[src/rtl/pp_port_cfg.svh]
// Purpose: constants of the port pin override block: register offsets,
//          bit positions and reset values.
// Assumes: included by bare name from the package and the modules.
// Notes:   definitions only, guarded against double inclusion.
`ifndef PP_PORT_CFG_SVH
`define PP_PORT_CFG_SVH

// ----------------------------------------------------------------------
// register offsets (word index on the plain register port)
// ----------------------------------------------------------------------
`define PP_OFS_PIN      2'h0
`define PP_OFS_DIR      2'h1
`define PP_OFS_LATCH    2'h2
`define PP_OFS_MCU      2'h3

// ----------------------------------------------------------------------
// mcu control register fields
// ----------------------------------------------------------------------
`define PP_MCU_REMAP_BIT    7
`define PP_MCU_PUOFF_BIT    4
`define PP_MCU_RELOC_BIT    1
`define PP_MCU_UNLOCK_BIT   0
`define PP_MCU_WR_MASK      8'h93

// ----------------------------------------------------------------------
// reset values
// ----------------------------------------------------------------------
`define PP_MCU_RESET        8'h00
`define PP_RDATA_RESET      8'h00
`define PP_PIN_RESET_BIT    1'b0

`endif

[src/rtl/pp_port_pkg.sv]
// Purpose: types and helpers shared by the port pin override block.
// Assumes: pp_port_cfg.svh supplies the numeric constants.
// Notes:   no state lives here.
`default_nettype none
`include "pp_port_cfg.svh"

package pp_port_pkg;

	// register selector on the plain register port
	typedef enum logic [1:0] {
		PP_REG_PIN   = `PP_OFS_PIN,
		PP_REG_DIR   = `PP_OFS_DIR,
		PP_REG_LATCH = `PP_OFS_LATCH,
		PP_REG_MCU   = `PP_OFS_MCU
	} pp_reg_t;

	// one strobe hitting one register; used for every write decode
	function automatic logic pp_hit(input logic strobe, input logic [1:0] addr,
			input pp_reg_t which);
		pp_hit = strobe && (addr == which);
	endfunction

endpackage

`default_nettype wire

[src/rtl/pp_pin_ctrl.sv]
// Purpose: pad controls of one pin from register bits and overrides.
// Assumes: all inputs come from logic on the core clock, except pad_in.
// Notes:   purely combinational so overrides reach the pad at once.
`timescale 1ns/1ps
`default_nettype none

module pp_pin_ctrl
	import pp_port_pkg::*;
(
	input  wire logic reset_in,        // reset level, forces high impedance
	input  wire logic dir_bit_in,      // pin direction bit
	input  wire logic latch_bit_in,    // pin output latch bit
	input  wire logic pullup_off_in,   // global pull-up disable
	input  wire logic sleep_in,        // clamping sleep level
	input  wire logic ext_int_en_in,   // external interrupt enabled on pin
	input  wire logic spi_force_in,    // force pin to input (spi slave clock)
	input  wire logic pu_ovr_en_in,    // pull-up override enable
	input  wire logic pu_ovr_val_in,   // pull-up override value
	input  wire logic dir_ovr_en_in,   // direction override enable
	input  wire logic dir_ovr_val_in,  // direction override value
	input  wire logic val_ovr_en_in,   // value override enable
	input  wire logic val_ovr_val_in,  // value override value
	input  wire logic ie_ovr_en_in,    // input enable override enable
	input  wire logic ie_ovr_val_in,   // input enable override value
	input  wire logic pad_in,          // level at the pad
	output logic      pad_out,         // level driven onto the pad
	output logic      pad_oe_out,      // pad driver enable
	output logic      pullup_out,      // pull-up enable
	output logic      raw_in_out       // clamped, unsynchronised input
);

	logic dir_eff;
	logic in_enable;

	// direction: override value wins when its enable is set; an spi slave
	// clock pin is forced to input ahead of both
	always_comb begin
		dir_eff = dir_ovr_en_in ? dir_ovr_val_in : dir_bit_in;
		if (spi_force_in) begin
			dir_eff = 1'b0;
		end
		pad_oe_out = dir_eff && !reset_in;
		pad_out    = val_ovr_en_in ? val_ovr_val_in : latch_bit_in;
	end

	// pull-up: follows the override when enabled, else {dir,latch,off}=010;
	// the spi forced input uses the latch bit since dir_eff reads zero
	always_comb begin
		if (pu_ovr_en_in) begin
			pullup_out = pu_ovr_val_in && !reset_in;
		end else begin
			pullup_out = !dir_eff && latch_bit_in && !pullup_off_in && !reset_in;
		end
	end

	// input enable: sleep clamps unless an enabled external interrupt or
	// the override keeps the input alive
	always_comb begin
		if (ie_ovr_en_in) begin
			in_enable = ie_ovr_val_in;
		end else begin
			in_enable = !sleep_in || ext_int_en_in;
		end
		raw_in_out = pad_in && in_enable;
	end

endmodule

`default_nettype wire

[src/rtl/pp_port.sv]
// Purpose: one microcontroller i/o port with peripheral overrides.
// Assumes: one core clock, synchronous reset, plain register port.
// Notes:   pad controls are combinational from registers and overrides.
//
// Overview of operation
// - clamp digital input during clamping sleep modes
// - enabled external interrupt pins escape the clamp
// - clamp release gives interrupt edge on wake
// - default pull-up needs dir 0, latch 1, off 0
// - pull-up override enable selects override value
// - direction override enable selects driver source
// - enabled override value sets driver enable unless spi slave forces input
// - driven level is latch without value override
// - value override replaces the latch level
// - toggle override inverts the output latch
// - input enable from sleep state or override
// - input enable override ignores sleep state
// - peripherals get input before the synchroniser
// - global pull-up disable bit kills pull-ups not under override
// - spi slave forces clock pin to input
// - spi master leaves clock pin direction alone
// - forced input pull-up still follows latch
// - direction bit picks output, latch sets level
// - writing one to input register toggles latch
// - reset puts every pin at high impedance
//
// Chosen here: the address-and-strobe port and the register offsets.
`timescale 1ns/1ps
`default_nettype none
`include "pp_port_cfg.svh"

module pp_port
	import pp_port_pkg::*;
#(
	parameter int PIN_COUNT   = 8,
	parameter int SPI_CLK_PIN = 7
) (
	input  wire logic                 core_clk_in,           // core clock, 10 MHz
	input  wire logic                 srst_in,               // synchronous reset
	input  wire logic [1:0]           reg_addr_in,           // register index
	input  wire logic [7:0]           reg_wdata_in,          // write data
	input  wire logic                 reg_wr_in,             // write strobe
	input  wire logic                 reg_rd_in,             // read strobe
	output logic      [7:0]           reg_rdata_out,         // read data, next cycle
	input  wire logic                 sleep_in,              // clamping sleep level
	input  wire logic [PIN_COUNT-1:0] ext_int_en_in,         // ext interrupt enabled
	input  wire logic                 spi_enable_in,         // spi enabled
	input  wire logic                 spi_master_in,         // spi is master
	input  wire logic [PIN_COUNT-1:0] pullup_ovr_en_in,      // pull-up override enable
	input  wire logic [PIN_COUNT-1:0] pullup_ovr_val_in,     // pull-up override value
	input  wire logic [PIN_COUNT-1:0] dir_ovr_en_in,         // direction override enable
	input  wire logic [PIN_COUNT-1:0] dir_ovr_val_in,        // direction override value
	input  wire logic [PIN_COUNT-1:0] value_ovr_en_in,       // value override enable
	input  wire logic [PIN_COUNT-1:0] value_ovr_val_in,      // value override value
	input  wire logic [PIN_COUNT-1:0] toggle_ovr_en_in,      // toggle override enable
	input  wire logic [PIN_COUNT-1:0] in_enable_ovr_en_in,   // input enable ovr enable
	input  wire logic [PIN_COUNT-1:0] in_enable_ovr_val_in,  // input enable ovr value
	input  wire logic [PIN_COUNT-1:0] pad_in,                // pad levels
	output logic      [PIN_COUNT-1:0] pad_out,               // pad drive levels
	output logic      [PIN_COUNT-1:0] pad_oe_out,            // pad driver enables
	output logic      [PIN_COUNT-1:0] pad_pullup_out,        // pull-up enables
	output logic      [PIN_COUNT-1:0] alt_func_raw_out,      // unsynchronised input
	output logic      [7:0]           mcu_control_out        // mcu control register
);

	// ------------------------------------------------------------------
	// state
	// ------------------------------------------------------------------
	// rdata holds until the next read strobe, so a slow reader may
	// still pick it up after the cycle in which it appeared
	typedef struct packed {
		logic [PIN_COUNT-1:0] dir;
		logic [PIN_COUNT-1:0] latch;
		logic [7:0]           mcu;
		logic [7:0]           rdata;
	} pp_state_t;

	pp_state_t            st_q;
	pp_state_t            st_d;
	logic [PIN_COUNT-1:0] sampled;
	logic [PIN_COUNT-1:0] raw_in;
	logic [PIN_COUNT-1:0] spi_force;
	logic [PIN_COUNT-1:0] pin_toggle;
	logic                 pullup_off;
	logic [7:0]           rd_mux;

	// elaboration checks: the register port is only eight bits wide
	if (PIN_COUNT < 1 || PIN_COUNT > 8) begin : g_bad_count
		$error("pp_port: PIN_COUNT must lie in 1..8");
	end
	if (SPI_CLK_PIN < 0 || SPI_CLK_PIN >= PIN_COUNT) begin : g_bad_spi
		$error("pp_port: SPI_CLK_PIN outside the port");
	end

	// ------------------------------------------------------------------
	// register port
	// ------------------------------------------------------------------
	// the global disable is one level shared by every pin, so all
	// pull-ups without an override enable drop in the same cycle
	assign pullup_off = st_q.mcu[`PP_MCU_PUOFF_BIT];

	// a one written to the input register flips the latch, whatever the
	// direction bit holds
	assign pin_toggle = pp_hit(reg_wr_in, reg_addr_in, PP_REG_PIN) ?
			reg_wdata_in[PIN_COUNT-1:0] : {PIN_COUNT{1'b0}};

	// the pin register returns the synchronised level, never the raw pad,
	// so software cannot catch a metastable value
	// read multiplexer; bits above the port width read zero except in the mcu register
	always_comb begin
		rd_mux = 8'h00;
		case (reg_addr_in)
			PP_REG_PIN:   rd_mux[PIN_COUNT-1:0] = sampled;
			PP_REG_DIR:   rd_mux[PIN_COUNT-1:0] = st_q.dir;
			PP_REG_LATCH: rd_mux[PIN_COUNT-1:0] = st_q.latch;
			PP_REG_MCU:   rd_mux = st_q.mcu;
			default:      rd_mux = 8'h00;
		endcase
	end

	// next state: writes, toggles from software and peripherals, read data
	always_comb begin
		st_d = st_q;
		if (pp_hit(reg_wr_in, reg_addr_in, PP_REG_DIR)) begin
			st_d.dir = reg_wdata_in[PIN_COUNT-1:0];
		end
		if (pp_hit(reg_wr_in, reg_addr_in, PP_REG_LATCH)) begin
			st_d.latch = reg_wdata_in[PIN_COUNT-1:0];
		end
		// toggles stack on top of a write so neither is lost
		st_d.latch = st_d.latch ^ pin_toggle ^ toggle_ovr_en_in;
		if (pp_hit(reg_wr_in, reg_addr_in, PP_REG_MCU)) begin
			// read-only bits keep their zero
			st_d.mcu = reg_wdata_in & `PP_MCU_WR_MASK;
		end
		if (reg_rd_in) begin
			st_d.rdata = rd_mux;
		end
	end

	// reset is synchronous here; the pad enables are also gated by the
	// reset level itself, so pins float even with no clock running
	// register the whole state
	always_ff @(posedge core_clk_in) begin
		if (srst_in) begin
			st_q.dir   <= {PIN_COUNT{`PP_PIN_RESET_BIT}};
			st_q.latch <= {PIN_COUNT{`PP_PIN_RESET_BIT}};
			st_q.mcu   <= `PP_MCU_RESET;
			st_q.rdata <= `PP_RDATA_RESET;
		end else begin
			st_q <= st_d;
		end
	end

	assign reg_rdata_out   = st_q.rdata;
	assign mcu_control_out = st_q.mcu;

	// ------------------------------------------------------------------
	// spi clock pin direction
	// ------------------------------------------------------------------
	// only a slave forces the pin; a master leaves the direction bit in charge
	// the force clears the effective direction, so the pull-up follows
	// the latch and the global disable as on any input
	always_comb begin
		spi_force              = {PIN_COUNT{1'b0}};
		spi_force[SPI_CLK_PIN] = spi_enable_in && !spi_master_in;
	end

	// ------------------------------------------------------------------
	// per pin pad control
	// ------------------------------------------------------------------
	// each pin has its own copy of the control; only reset, sleep and
	// the global disable are shared between them
	// overrides other than the toggle arrive straight from peripheral logic and pass
	// through with no flip-flop, so a peripheral sees its pad change in-cycle
	genvar gi;
	generate
		for (gi = 0; gi < PIN_COUNT; gi++) begin : g_pin
			pp_pin_ctrl u_pin (
				.reset_in       (srst_in),
				.dir_bit_in     (st_q.dir[gi]),
				.latch_bit_in   (st_q.latch[gi]),
				.pullup_off_in  (pullup_off),
				.sleep_in       (sleep_in),
				.ext_int_en_in  (ext_int_en_in[gi]),
				.spi_force_in   (spi_force[gi]),
				.pu_ovr_en_in   (pullup_ovr_en_in[gi]),
				.pu_ovr_val_in  (pullup_ovr_val_in[gi]),
				.dir_ovr_en_in  (dir_ovr_en_in[gi]),
				.dir_ovr_val_in (dir_ovr_val_in[gi]),
				.val_ovr_en_in  (value_ovr_en_in[gi]),
				.val_ovr_val_in (value_ovr_val_in[gi]),
				.ie_ovr_en_in   (in_enable_ovr_en_in[gi]),
				.ie_ovr_val_in  (in_enable_ovr_val_in[gi]),
				.pad_in         (pad_in[gi]),
				.pad_out        (pad_out[gi]),
				.pad_oe_out     (pad_oe_out[gi]),
				.pullup_out     (pad_pullup_out[gi]),
				.raw_in_out     (raw_in[gi])
			);
		end
	endgenerate

	// raw input leaves before the synchroniser; users must sync it
	// themselves unless they clock from it. a clamp released on wake
	// rises here and gives edge-sensing interrupt logic its edge
	assign alt_func_raw_out = raw_in;

	// ------------------------------------------------------------------
	// input synchroniser
	// ------------------------------------------------------------------
	// limitation: the pin register lags the pad by two edges, so a pulse
	// shorter than one clock period may never be seen there
	pp_sync #(
		.WIDTH (PIN_COUNT)
	) u_sync (
		.core_clk_in (core_clk_in),
		.srst_in     (srst_in),
		.d_in        (raw_in),
		.q_out       (sampled)
	);

	logic [PIN_COUNT-1:0] exp_dir;
	logic [PIN_COUNT-1:0] exp_clamp;
	logic [PIN_COUNT-1:0] exp_pu_def;

	// independent reference for direction, clamp and default pull-up
	always_comb begin
		exp_dir   = (dir_ovr_en_in & dir_ovr_val_in) | (~dir_ovr_en_in & st_q.dir);
		exp_dir   = exp_dir & ~spi_force;
		exp_clamp = {PIN_COUNT{sleep_in}} & ~ext_int_en_in & ~in_enable_ovr_en_in;
		exp_pu_def = ~exp_dir & st_q.latch & {PIN_COUNT{!pullup_off}};
	end
endmodule

`default_nettype wire

[src/rtl/pp_sync.sv]
// Purpose: two flip-flop synchroniser for pin levels.
// Assumes: single clock, synchronous active high reset.
// Notes:   the first stage feeds only the second stage.
`timescale 1ns/1ps
`default_nettype none
`include "pp_port_cfg.svh"

module pp_sync
	import pp_port_pkg::*;
#(
	parameter int WIDTH = 8
) (
	input  wire logic             core_clk_in, // core clock
	input  wire logic             srst_in,     // synchronous reset
	input  wire logic [WIDTH-1:0] d_in,        // asynchronous levels
	output logic      [WIDTH-1:0] q_out        // synchronised levels
);

	typedef struct packed {
		logic [WIDTH-1:0] stage1;
		logic [WIDTH-1:0] stage2;
	} pp_sync_state_t;

	pp_sync_state_t st_q;
	pp_sync_state_t st_d;

	if (WIDTH < 1) begin : g_bad_width
		$error("pp_sync: WIDTH must be at least 1");
	end

	// next state: shift the level one stage along
	always_comb begin
		st_d        = st_q;
		st_d.stage1 = d_in;
		st_d.stage2 = st_q.stage1;
	end

	// register the whole state
	always_ff @(posedge core_clk_in) begin
		if (srst_in) begin
			st_q <= '{stage1: {WIDTH{`PP_PIN_RESET_BIT}}, stage2: {WIDTH{`PP_PIN_RESET_BIT}}};
		end else begin
			st_q <= st_d;
		end
	end

	assign q_out = st_q.stage2;

endmodule

`default_nettype wire

[config.mk]
export PLATFORM = sky130hd
export DESIGN_NAME = pp_port
export DESIGN_NICKNAME = d
export VERILOG_FILES = /design/src/rtl/pp_port_pkg.sv /design/src/rtl/pp_pin_ctrl.sv /design/src/rtl/pp_port.sv /design/src/rtl/pp_sync.sv
export VERILOG_INCLUDE_DIRS = /design/src /design/src/rtl
export SDC_FILE = /design/constraint.sdc
export NUM_CORES = 1
export LEC_CHECK = 0
export ABC_AREA = 1
export BUFFER_PORTS_ARGS = -buffer_cell sky130_fd_sc_hd__buf_4
export CORE_UTILIZATION = 40
export CTS_CLUSTER_DIAMETER = 120
export CTS_CLUSTER_SIZE = 25
export DETAILED_ROUTE_END_ITERATION = 10
export PLACE_DENSITY = 0.8
export SLEW_MARGIN = 10
export SYNTH_ARGS = -nofsm -noshare
export SYNTH_HDL_FRONTEND = slang
export SYNTH_HIERARCHICAL = 1
export SYNTH_SLANG_ARGS = --single-unit
[constraint.sdc]
create_clock -name core_clk_in -period 2.48 [get_ports core_clk_in]
set_clock_uncertainty 0.2 [all_clocks]
set_input_delay 0.248 -clock core_clk_in [delete_from_list [all_inputs] [get_ports core_clk_in]]
set_output_delay 0.248 -clock core_clk_in [all_outputs]
set_load 0.005 [all_outputs]
==> results of run 1 <==
[kinds of logic (layout without fill, tap and decap cells)]
| logic type | after synthesis | after routing | share of synthesized area, % |
|---|---|---|---|
| AO/OA/AOI/OAI | 71 | 71 | 14.21 |
| buffers and inverters | 147 | 277 | 22.45 |
| flip-flops | 44 | 44 | 30.05 |
| other | 1 | 11 | 0.1279 |
| AND/OR/NAND/NOR | 207 | 207 | 33.16 |
[how the worst max path moves through the flow]
stage / start / endpoint
2_1_floorplan: mcu_control_out[4] / pad_pullup_out[0]
3_3_place_gp: reg_addr_in[1] / st_q[19]
3_5_place_dp: reg_addr_in[1] / st_q[18]
4_1_cts: mcu_control_out[4] / pad_pullup_out[1]
5_1_grt: mcu_control_out[4] / pad_pullup_out[1]
6_report: mcu_control_out[4] / pad_pullup_out[1]
[worst max-delay path, stage by stage, from the launching register on]
cell	delay (ns)
dfxtp_1	0.70
nor3_2	0.10
nand2_1	0.11
a21oi_2	0.06
buf_4	0.14
[state kept, by name (all words and copies together), names as in the netlist]
signal / count
u_sync/st_d: 8
u_sync/q_out: 8
mcu_control_out: 4
reg_rdata_out: 8
st_q: 16
[cell usage after synthesis]
library cell / count / area share, %
a21oi_1: 25 / 4.3
a21oi_2: 11 / 3.3
a31oi_1: 10 / 2.1
a41oi_1: 2 / 0.60
and3_1: 3 / 0.64
buf_2: 3 / 0.51
buf_4: 17 / 4.4
buf_6: 3 / 1.2
buf_8: 1 / 0.51
clkbuf_1: 3 / 0.38
clkinv_4: 1 / 0.30
conb_1: 1 / 0.13
dfxtp_1: 44 / 30
inv_1: 117 / 15
inv_2: 2 / 0.26
nand2_1: 103 / 13
nand2_2: 1 / 0.21
nand3_1: 42 / 7.2
nand3_2: 2 / 0.68
nand3_4: 1 / 0.60
nand4_1: 9 / 1.9
nor2_1: 32 / 4.1
nor2_2: 4 / 0.85
nor2_4: 1 / 0.38
nor2_8: 1 / 0.68
nor3_2: 8 / 2.7
o21ai_0: 23 / 3.9
[final cells by class]
cell class | instances | area (um^2)
fillers | 678 | 2841
multi-input cells | 289 | 1430
repair buffers | 149 | 1119
flip-flops and latches | 44 | 880.8
inverters | 120 | 455.4
well taps | 96 | 120.1
clock buffers | 6 | 82.58
clock inverters | 2 | 15.01
[power by group through the flow]
| stage | clock network (W) | registers [W] | logic, W |
|---|---|---|---|
| 2_1_floorplan | 0 | 0.000778 | 0.000247 |
| 3_3_place_gp | 0 | 0.000791 | 0.000458 |
| 3_5_place_dp | 0 | 0.000792 | 0.000470 |
| 4_1_cts | 0.000478 | 0.000775 | 0.000471 |
| 5_1_grt | 0.000506 | 0.000780 | 0.000528 |
| 6_report | 0.000470 | 0.000776 | 0.000469 |
[stage by stage]
step | instances | area (um^2)
2_1_floorplan | 480 | 2969
3_3_place_gp | 698 | 4005
3_5_place_dp | 698 | 4005
4_1_cts | 706 | 4103
5_1_grt | 706 | 4103
6_report | 706 | 4103
[metal layers]
metal  track usage (%)  vias up  wire length, um
met5                 0        -                0
met4             8.346        0              136
met3             3.676       11              559
met2             36.79      124             3929
met1             24.13     1419             3178
li1                  -     1697                -
==> impl_metrics.py, run 1 <==
metrics = {
    "sta": {
        "slew_violations": 0,
        "rsz0062_at_grt": "no",
        "worstMarginPinSlew_ns": 0.5942,
        "fin_tns_setup_ns": 0,
        "min_period_ns": 1.856,
        "fmax_mhz": 538.8,
        "timing.hold.ws_ns": 0.04424,
        "final_hold_viol_count": 0,
        "finalCritPeriodShare_pct": 74.84,
        "slew_headroom_pct": 60.34,
        "fin_ws_ns": 0.6239,
        "setup_viol": 0,
    },
    "place": {
        "preCtsSetupSlack_ns": 0.8196,
        "place.gp.congestion": 0.8630,
        "placement.io_buffers": 148,
        "dp_hpwl_um": 6304,
    },
    "synthesis": {
        "ys_ff_latch": 44,
        "synth_area_mm2": 0.002932,
        "synth_cell_types": 27,
        "syn_avg_cell_area_um2": 6.237,
        "synth_cells": 470,
        "seq_area_frac_synth_pct": 30.05,
        "ys_warn_count": 6,
    },
    "min_path": {
        "hold_class": "in2reg",
        "hp-start": "toggle_ovr_en_in[4]",
        "holdPathStages": 4,
        "whs_endpoint": "st_q[20]",
    },
    "die": {
        "start_util_pct": 42.22,
        "die-area_mm2": 0.007676,
        "rows": 30,
        "die_h_um": 87.61,
        "fp.coreArea_mm2": 0.006944,
        "io-pin-count": 153,
        "die_w_um": 87.61,
    },
    "critical_path": {
        "start_kind": "flop",
        "r2r_start": "mcu_control_out[4]",
        "rr_endpoint": "reg_rdata_out[4]",
        "critical_path.max_fanout": 11,
        "crit_type": "reg2out",
        "worstPathRequired_ns": 2.03,
        "cp_data_arrival_time_ns": 1.41,
        "ff2ff_path_depth": 6,
        "endpoint_kind": "output port",
        "ff2ff_setup_slack_ns": 1.10,
    },
    "global_routing": {
        "grt_pass1_vias": 2904,
        "grt-ovfl-total": 0,
        "grt_max_degree": 32,
        "grt_antenna_before_repair": 0,
        "grt_use_total_pct": 20.51,
        "grt_pass1_wl_um": 12390,
    },
    "power_and_ir_drop": {
        "vdd_drop_max_mv": 0.2239,
        "fin_total_pwr_w": 0.001715,
        "power_density_mw_per_mm2": 418.1,
        "combPwrFrac_pct": 27.4,
        "power.internal_w": 0.001212,
        "switching_share_pct": 29.35,
        "seqPwrFrac_pct": 45.2,
        "p_sw_w": 0.0005035,
        "pwr-share-clk_pct": 27.4,
        "p_leak_nw": 2.174,
    },
    "cells_and_area": {
        "final_common_cell": "buf_4",
        "drive_gt1_share_pct": 30.98,
        "antenna_cells": 0,
        "fin_nets": 714,
        "final_cell_mix": "buf_4, inv_1, nand2_1, dfxtp_1, nand3_1",
        "final_core_util_pct": 59.08,
        "areaGrowthSynthToFinish_pct": 39.95,
    },
    "cts": {
        "clk_pin_slew_worst_paths_ns": 0.08,
        "cts_setup_buffers": 0,
        "cts_root_buffer": "clkbuf_8",
        "numCtsBuffers": 5,
        "cts_tree": "built",
        "hold_buffers": 0,
        "htreeDepth": 2,
        "cts_sinks": 44,
        "post_cts_resized": 0,
        "max-clock-path-buffers": 2,
        "clk-insertion-delay-late_ns": 0.30,
    },
    "routing": {
        "ant_nets": 0,
        "route.detailed.drc": 0,
        "firstDrtPassIters": 4,
        "drt_iter0_drc": 165,
        "wl_per_cell_um": 11.05,
        "vias": 3251,
        "finalWirelength_um": 7802,
        "viasPerCell": 4.605,
    },
    "status": {
        "status": "complete, no violations",
    },
    "flow_run": {
        "max-cap-violations": 0,
    },
}
No activity file was read; power rests on OpenSTA's default activity.
==> inputs of run 2 (changes only) <==
--- a/config.mk
+++ b/config.mk
@@ -6,13 +6,13 @@
 export SDC_FILE = /design/constraint.sdc
 export NUM_CORES = 1
 export LEC_CHECK = 0
-export ABC_AREA = 1
+export ABC_AREA = 0
 export BUFFER_PORTS_ARGS = -buffer_cell sky130_fd_sc_hd__buf_4
 export CORE_UTILIZATION = 40
 export CTS_CLUSTER_DIAMETER = 120
 export CTS_CLUSTER_SIZE = 25
 export DETAILED_ROUTE_END_ITERATION = 10
-export PLACE_DENSITY = 0.8
+export PLACE_DENSITY = 0.86
 export SLEW_MARGIN = 10
 export SYNTH_ARGS = -nofsm -noshare
 export SYNTH_HDL_FRONTEND = slang
==> constraint.sdc (replaced) <==
create_clock -name core_clk_in -period 1.6 [get_ports core_clk_in]
set_clock_uncertainty 0.2 [all_clocks]
set_input_delay 0.16 -clock core_clk_in [delete_from_list [all_inputs] [get_ports core_clk_in]]
set_output_delay 0.16 -clock core_clk_in [all_outputs]
set_load 0.005 [all_outputs]
==> run 2 against run 1 <==
Compared with the run above:
- the run now ends with negative setup slack left
- highest routed layer unchanged
- sequential share of layout area up 0.83 points
- count of clock-buffer cells in the layout did not move
- non-clock buffer count grew 19
- critical endpoint is now pad_pullup_out[0]
==> impl_metrics.py, run 2 <==
metrics = {
    "sta": {
        "fin_tns_setup_ns": -0.01260,
        "min_period_ns": 1.608,
        "rsz0062_at_grt": "yes",
        "final_hold_viol_count": 0,
        "fin_ws_ns": -0.008174,
        "finalCritPeriodShare_pct": 100.5,
        "setup_viol": 3,
        "slew_violations": 0,
        "fmax_mhz": 621.8,
    },
    "critical_path": {
        "worstPathRequired_ns": 1.24,
        "endpoint_kind": "output port",
        "r2r_start": "st_q[23]",
        "crit_type": "reg2out",
        "rr_endpoint": "st_q[23]",
        "start_kind": "flop",
        "critical_path.max_fanout": 6,
        "crit_slowest_cell": "dfxtp_4",
        "cpPeakStageDelay_ns": 0.36,
        "ff2ff_path_depth": 3,
        "cp_data_arrival_time_ns": 1.25,
        "ff2ff_setup_slack_ns": 0.15,
        "crit_chain": "buf_12 > nor2_2 > o211ai_1 > a21oi_1 > buf_4",
    },
    "synthesis": {
        "ys_top_cells_by_count": "dfxtp_1, nor2_1, mux2i_1, buf_4",
        "seq_area_frac_synth_pct": 34.08,
        "ys_ff_latch": 44,
        "synth_top_area_share_pct": 34.08,
        "synth_flop_cell": "dfxtp_1",
        "syn_avg_cell_area_um2": 8.822,
        "synth_cells": 293,
        "synth_cell_types": 29,
        "async_reset_ff_share_pct": 0,
        "synth.largest_area_cell": "dfxtp_1",
        "synth_edf_count": 0,
        "synth_area_mm2": 0.002585,
        "yosysMostFrequentCell": "dfxtp_1",
        "synthTopCellsByArea": "dfxtp_1, mux2i_1, mux2_1",
        "ys_warn_count": 6,
    },
    "cts": {
        "htreeDepth": 2,
        "cts_root_buffer": "clkbuf_8",
        "numCtsBuffers": 5,
        "cts_sinks": 44,
        "max-clock-path-buffers": 2,
        "cts_tree": "built",
        "clk-insertion-delay-late_ns": 0.29,
        "clk_pin_slew_worst_paths_ns": 0.08,
    },
    "cells_and_area": {
        "final_cell_mix": "buf_4, dfxtp_1, nor2_1, mux2i_1, conb_1",
        "fillers": 490,
        "final_common_cell": "buf_4",
        "areaGrowthSynthToFinish_pct": 53.68,
        "final_core_util_pct": 65.55,
        "drive_gt1_share_pct": 42.27,
        "antenna_cells": 0,
        "regMostFlops": "st_q",
        "fin_nets": 564,
        "largest_reg_flops": 16,
    },
    "global_routing": {
        "grt_use_total_pct": 21.85,
        "grt_max_degree": 28,
        "grt_pass1_vias": 2580,
        "grt_antenna_before_repair": 0,
        "grt-ovfl-total": 0,
        "grt_pass1_wl_um": 11010,
    },
    "routing": {
        "firstDrtPassIters": 4,
        "route.detailed.drc": 0,
        "wl_per_cell_um": 13.66,
        "drt_iter0_drc": 116,
        "ant_nets": 0,
        "viasPerCell": 5.009,
        "finalWirelength_um": 7294,
        "vias": 2675,
    },
    "power_and_ir_drop": {
        "fin_total_pwr_w": 0.002562,
        "p_leak_nw": 1.978,
        "vdd_drop_max_mv": 0.4233,
        "power_density_mw_per_mm2": 645.0,
    },
    "place": {
        "preCtsSetupSlack_ns": 0.06997,
        "placement.io_buffers": 148,
        "place.gp.congestion": 0.7659,
        "dp_hpwl_um": 5788,
    },
    "die": {
        "fp.coreArea_mm2": 0.006061,
        "start_util_pct": 42.65,
        "die_h_um": 82.39,
        "rows": 28,
        "die_w_um": 82.39,
        "die-area_mm2": 0.006788,
        "io-pin-count": 153,
    },
    "min_path": {
        "holdPathStages": 3,
        "whs_endpoint": "st_q[17]",
        "hold_class": "in2reg",
        "hp-start": "toggle_ovr_en_in[1]",
    },
    "status": {
        "status": "finished with violations",
        "violations": "negative setup slack",
    },
    "flow_run": {
        "max-cap-violations": 0,
    },
}
-- run 2: cell count changes after synthesis, moves of 9 or more --
| cell | change |
|---|---|
| inv_1 | -101 |
| nand2_1 | -87 |
| nand3_1 | -41 |
| mux2i_1 | +28 |
| mux2_1 | +16 |
| a21oi_1 | -13 |
| nor2b_1 | +12 |
| a21oi_2 | -11 |
| o21ai_1 | +10 |
| nand4_1 | -9 |
| o21ai_0 | -9 |
-- run 2: routing by layer --
layer,global-route usage (%),vias to the layer above,wire [um]
met5,0,-,0
met4,8.421,0,109
met3,5.714,8,658
met2,40.50,132,3754
met1,23.47,1221,2771
li1,-,1314,-
-- run 2: cell families (layout without fill, tap and decap cells) --
logic type	after synthesis	after routing	synth area share, %
buffers and inverters	42	191	10.26
AO/OA/AOI/OAI	64	64	14.72
flip-flops	44	44	34.08
other	1	18	0.1451
AND/OR/NAND/NOR	94	94	19.51
multiplexers	48	48	21.30
-- run 2: final cells by class --
cell class	instances	area [um^2]	area share (%)
Sequential cell	44	885.9	22.30
Clock inverter	1	5.005	0.1260
Tap cell	75	93.84	2.362
Multi-Input combinational cell	224	1528	38.46
Inverter	16	60.06	1.512
Clock buffer	6	72.57	1.827
Timing Repair Buffer	168	1328	33.42
-- run 2: critical path, delay by kind of cell (launching register included) --
kind | cells | cell delay, ns
AOI/OAI and AO/OA | 2 | 0.25
and+or+nand+nor | 1 | 0.07
DFF | 1 | 0.36
buffers and inverters | 2 | 0.27
-- run 2: repair_timing --
action	4_1_cts	5_1_grt
pin swaps	6	9
endpoints found under the setup margin	8	8
hold buffers	10	0
endpoints found under the hold margin	17	0
buffers inserted	1	0
resized for setup	5	7
-- run 2: worst max path at each step --
stage,startpoint,to,depth (start not counted)
3_3_place_gp,reg_addr_in[0],st_q[19],5
5_1_grt,mcu_control_out[4],pad_pullup_out[5],5
6_report,mcu_control_out[4],pad_pullup_out[0],5
3_5_place_dp,reg_addr_in[0],st_q[19],5
2_1_floorplan,mcu_control_out[4],reg_rdata_out[4],3
4_1_cts,mcu_control_out[4],pad_pullup_out[0],5
-- run 2: where the power goes --
part           leakage, nW  switching, W  internal, W
Clock               0.0410      0.000348     0.000297
Combinational         1.58      0.000274     0.000435
Sequential           0.362     0.0000551      0.00115
-- run 2: per-stage QoR --
step / cell area, um^2 / instances / hold slack (ns)
floorplan: 2649 / 310 / 0.1039
detailed placement: 3741 / 516 / 0.2180
global route: 3973 / 534 / 0.01376
finish: 3973 / 534 / 0.01116
CTS: 3941 / 534 / 0.002682
global placement: 3741 / 516 / 0.2101
==> inputs of run 3 (changes only) <==
--- a/config.mk
+++ b/config.mk
@@ -6,13 +6,15 @@
 export SDC_FILE = /design/constraint.sdc
 export NUM_CORES = 1
 export LEC_CHECK = 0
-export ABC_AREA = 0
+export ABC_AREA = 1
 export BUFFER_PORTS_ARGS = -buffer_cell sky130_fd_sc_hd__buf_4
-export CORE_UTILIZATION = 40
+export CELL_PAD_IN_SITES_DETAIL_PLACEMENT = 1
+export CELL_PAD_IN_SITES_GLOBAL_PLACEMENT = 1
+export CORE_UTILIZATION = 27
 export CTS_CLUSTER_DIAMETER = 120
 export CTS_CLUSTER_SIZE = 25
 export DETAILED_ROUTE_END_ITERATION = 10
-export PLACE_DENSITY = 0.86
+export PLACE_DENSITY = 0.85
 export SLEW_MARGIN = 10
 export SYNTH_ARGS = -nofsm -noshare
 export SYNTH_HDL_FRONTEND = slang
==> run 3 against run 2 <==
Compared with the run above:
- the run still ends with negative setup slack left
- setup slack worse by 0.014 ns
- wire length increased by 40%
- die area grew 66%
- register-to-register slack gained 0.23 ns
- flip-flop and latch count did not move
- largest power group unchanged
- combinational power rose by 16%
- cell area increased by 12%
- clock power grew 8.5%
- critical path type unchanged
- fmax shrank 0.86%
==> impl_metrics.py, run 3 (synthesized netlist as in run 1, its figures left out) <==
metrics = {
    "status": {
        "status": "finished with violations",
        "violations": "negative setup slack",
    },
    "critical_path": {
        "worstPathRequired_ns": 1.24,
        "r2r_start": "st_q[23]",
        "rr_endpoint": "st_q[23]",
        "cp-endpoint": "pad_pullup_out[0]",
        "start_kind": "flop",
        "startpoint": "mcu_control_out[4]",
        "crit_type": "reg2out",
        "endpoint_kind": "output port",
        "ff2ff_setup_slack_ns": 0.38,
        "ff2ff_path_depth": 5,
        "critical_path.max_fanout": 4,
        "cp_data_arrival_time_ns": 1.26,
    },
    "die": {
        "die-area_mm2": 0.01128,
        "fp.coreArea_mm2": 0.01042,
        "die_w_um": 106.2,
        "rows": 37,
        "start_util_pct": 28.14,
        "die_h_um": 106.2,
        "io-pin-count": 153,
    },
    "power_and_ir_drop": {
        "power_density_mw_per_mm2": 613.9,
        "power.internal_w": 0.001886,
        "combPwrFrac_pct": 30.2,
        "switching_share_pct": 30.84,
        "pwr-share-clk_pct": 25.7,
        "p_leak_nw": 2.310,
        "p_sw_w": 0.0008411,
        "seqPwrFrac_pct": 44.2,
        "vdd_drop_max_mv": 0.3393,
        "fin_total_pwr_w": 0.002727,
    },
    "cells_and_area": {
        "regArea_um2": 889.6,
        "fin_nets": 742,
        "final_core_util_pct": 42.64,
        "drive_gt1_share_pct": 32.13,
        "areaGrowthSynthToFinish_pct": 51.52,
        "regMostFlops": "st_q",
        "fillers": 1419,
        "antenna_cells": 0,
        "final_common_cell": "buf_4",
        "largest_reg_flops": 16,
        "multi_input_area_mm2": 0.001445,
        "final_cell_mix": "buf_4, inv_1, nand2_1, nand3_1, dfxtp_1",
    },
    "global_routing": {
        "grt-ovfl-total": 0,
        "grt_antenna_before_repair": 0,
        "grt_use_total_pct": 17.58,
        "use_met3_pct": 2.391,
        "globalRoute.busiestLayer": "met2",
        "met1_usage_pct": 20.31,
        "grt_pass1_wl_um": 15790,
        "gr-usage-met2_pct": 33.30,
        "grt_pass1_vias": 3412,
        "grt_max_degree": 46,
    },
    "routing": {
        "wl_per_cell_um": 13.20,
        "firstDrtPassIters": 4,
        "route.detailed.drc": 0,
        "drt_iter0_drc": 198,
        "finalWirelength_um": 10220,
        "vias": 3445,
        "ant_nets": 0,
        "viasPerCell": 4.451,
    },
    "cts": {
        "cts_tree": "built",
        "htreeDepth": 2,
        "clk_pin_slew_worst_paths_ns": 0.08,
        "clk-insertion-delay-late_ns": 0.30,
        "cts_sinks": 44,
        "numCtsBuffers": 5,
        "max-clock-path-buffers": 2,
        "cts_root_buffer": "clkbuf_8",
    },
    "place": {
        "placement.io_buffers": 148,
        "place.gp.congestion": 0.8379,
        "dp_hpwl_um": 8245,
    },
    "sta": {
        "rsz0062_at_grt": "yes",
        "min_period_ns": 1.622,
        "fin_tns_setup_ns": -0.03182,
        "fin_ws_ns": -0.02216,
        "fmax_mhz": 616.5,
        "setup_viol": 2,
        "final_hold_viol_count": 0,
        "finalCritPeriodShare_pct": 101.4,
        "slew_violations": 0,
    },
    "min_path": {
        "hold_class": "in2reg",
    },
    "flow_run": {
        "max-cap-violations": 0,
    },
}
==> run 3: cell types whose count changed in the layout (fill, tap and decap cells not counted), moves of 9 or more <==
cell,previous run,this run
nand3_1,1,42
a21oi_2,0,11
nand2_1,16,103
mux2i_1,28,0
inv_1,16,117
a21oi_1,12,25
nor2b_1,12,0
nand4_1,0,9
o21ai_1,10,1
mux2_1,16,0
==> run 3: area by class of cell <==
class                   instances  area share (%)
multi-input cells             289           32.54
repair buffers                177           31.38
flip-flops and latches         44           20.03
inverters                     120           10.25
well taps                     136           3.831
clock buffers                   5           1.549
clock inverters                 3          0.4225
==> run 3: how the worst min path moves through the flow <==
stage                   startpoint                 end  slack, ns  cells after the start
2_1_floorplan              srst_in  mcu_control_out[7]       0.03                      1
3_3_place_gp        u_sync/st_d[1]     u_sync/q_out[1]       0.19                      2
3_5_place_dp        u_sync/st_d[7]     u_sync/q_out[7]       0.20                      2
4_1_cts        toggle_ovr_en_in[5]            st_q[21]      0.003                      4
5_1_grt            reg_wdata_in[2]            st_q[26]       0.02                      3
6_report       toggle_ovr_en_in[5]            st_q[21]      0.008                      4
==> run 3: critical path, cell delays in order (launching register included) <==
cell	delay [ns]
dfxtp_4	0.36
buf_6	0.13
nor3_2	0.15
nand2_1	0.08
a21oi_2	0.13
buf_4	0.12
==> run 3: power groups by stage <==
stage	Sequential, W	Combinational (W)	Clock, W
floorplan	0.00121	0.000382	0
global placement	0.00123	0.000742	0
detailed placement	0.00123	0.000777	0
CTS	0.00121	0.000817	0.000717
finish	0.00120	0.000822	0.000700
global route	0.00121	0.000910	0.000770
==> run 3: layer usage <==
layer / vias up / share of wire (%) / wire, um
li1: 1756 / - / -
met1: 1583 / 41 / 4233
met2: 96 / 52 / 5338
met3: 10 / 4.8 / 487
met4: 0 / 1.6 / 161
met5: - / 0 / 0
==> run 3: per-stage QoR <==
stage          hold WS, ns  setup slack [ns]  area [um^2]  cells
6_report          0.008024          -0.02216         4442    774
5_1_grt            0.01951           -0.1057         4442    774
4_1_cts           0.002778          -0.02648         4409    772
3_5_place_dp        0.2028            0.1313         4120    745
3_3_place_gp        0.1942            0.2317         4120    745
2_1_floorplan      0.02907            0.4292         2969    480
==> run 3: timing repair <==
item | in CTS | in global routing
hold buffers | 18 | 0
gates resized for setup | 7 | 5
endpoints found under the setup margin | 9 | 12
pin swaps | 17 | 11
endpoints found under the hold margin | 22 | 0
setup buffers | 1 | 2
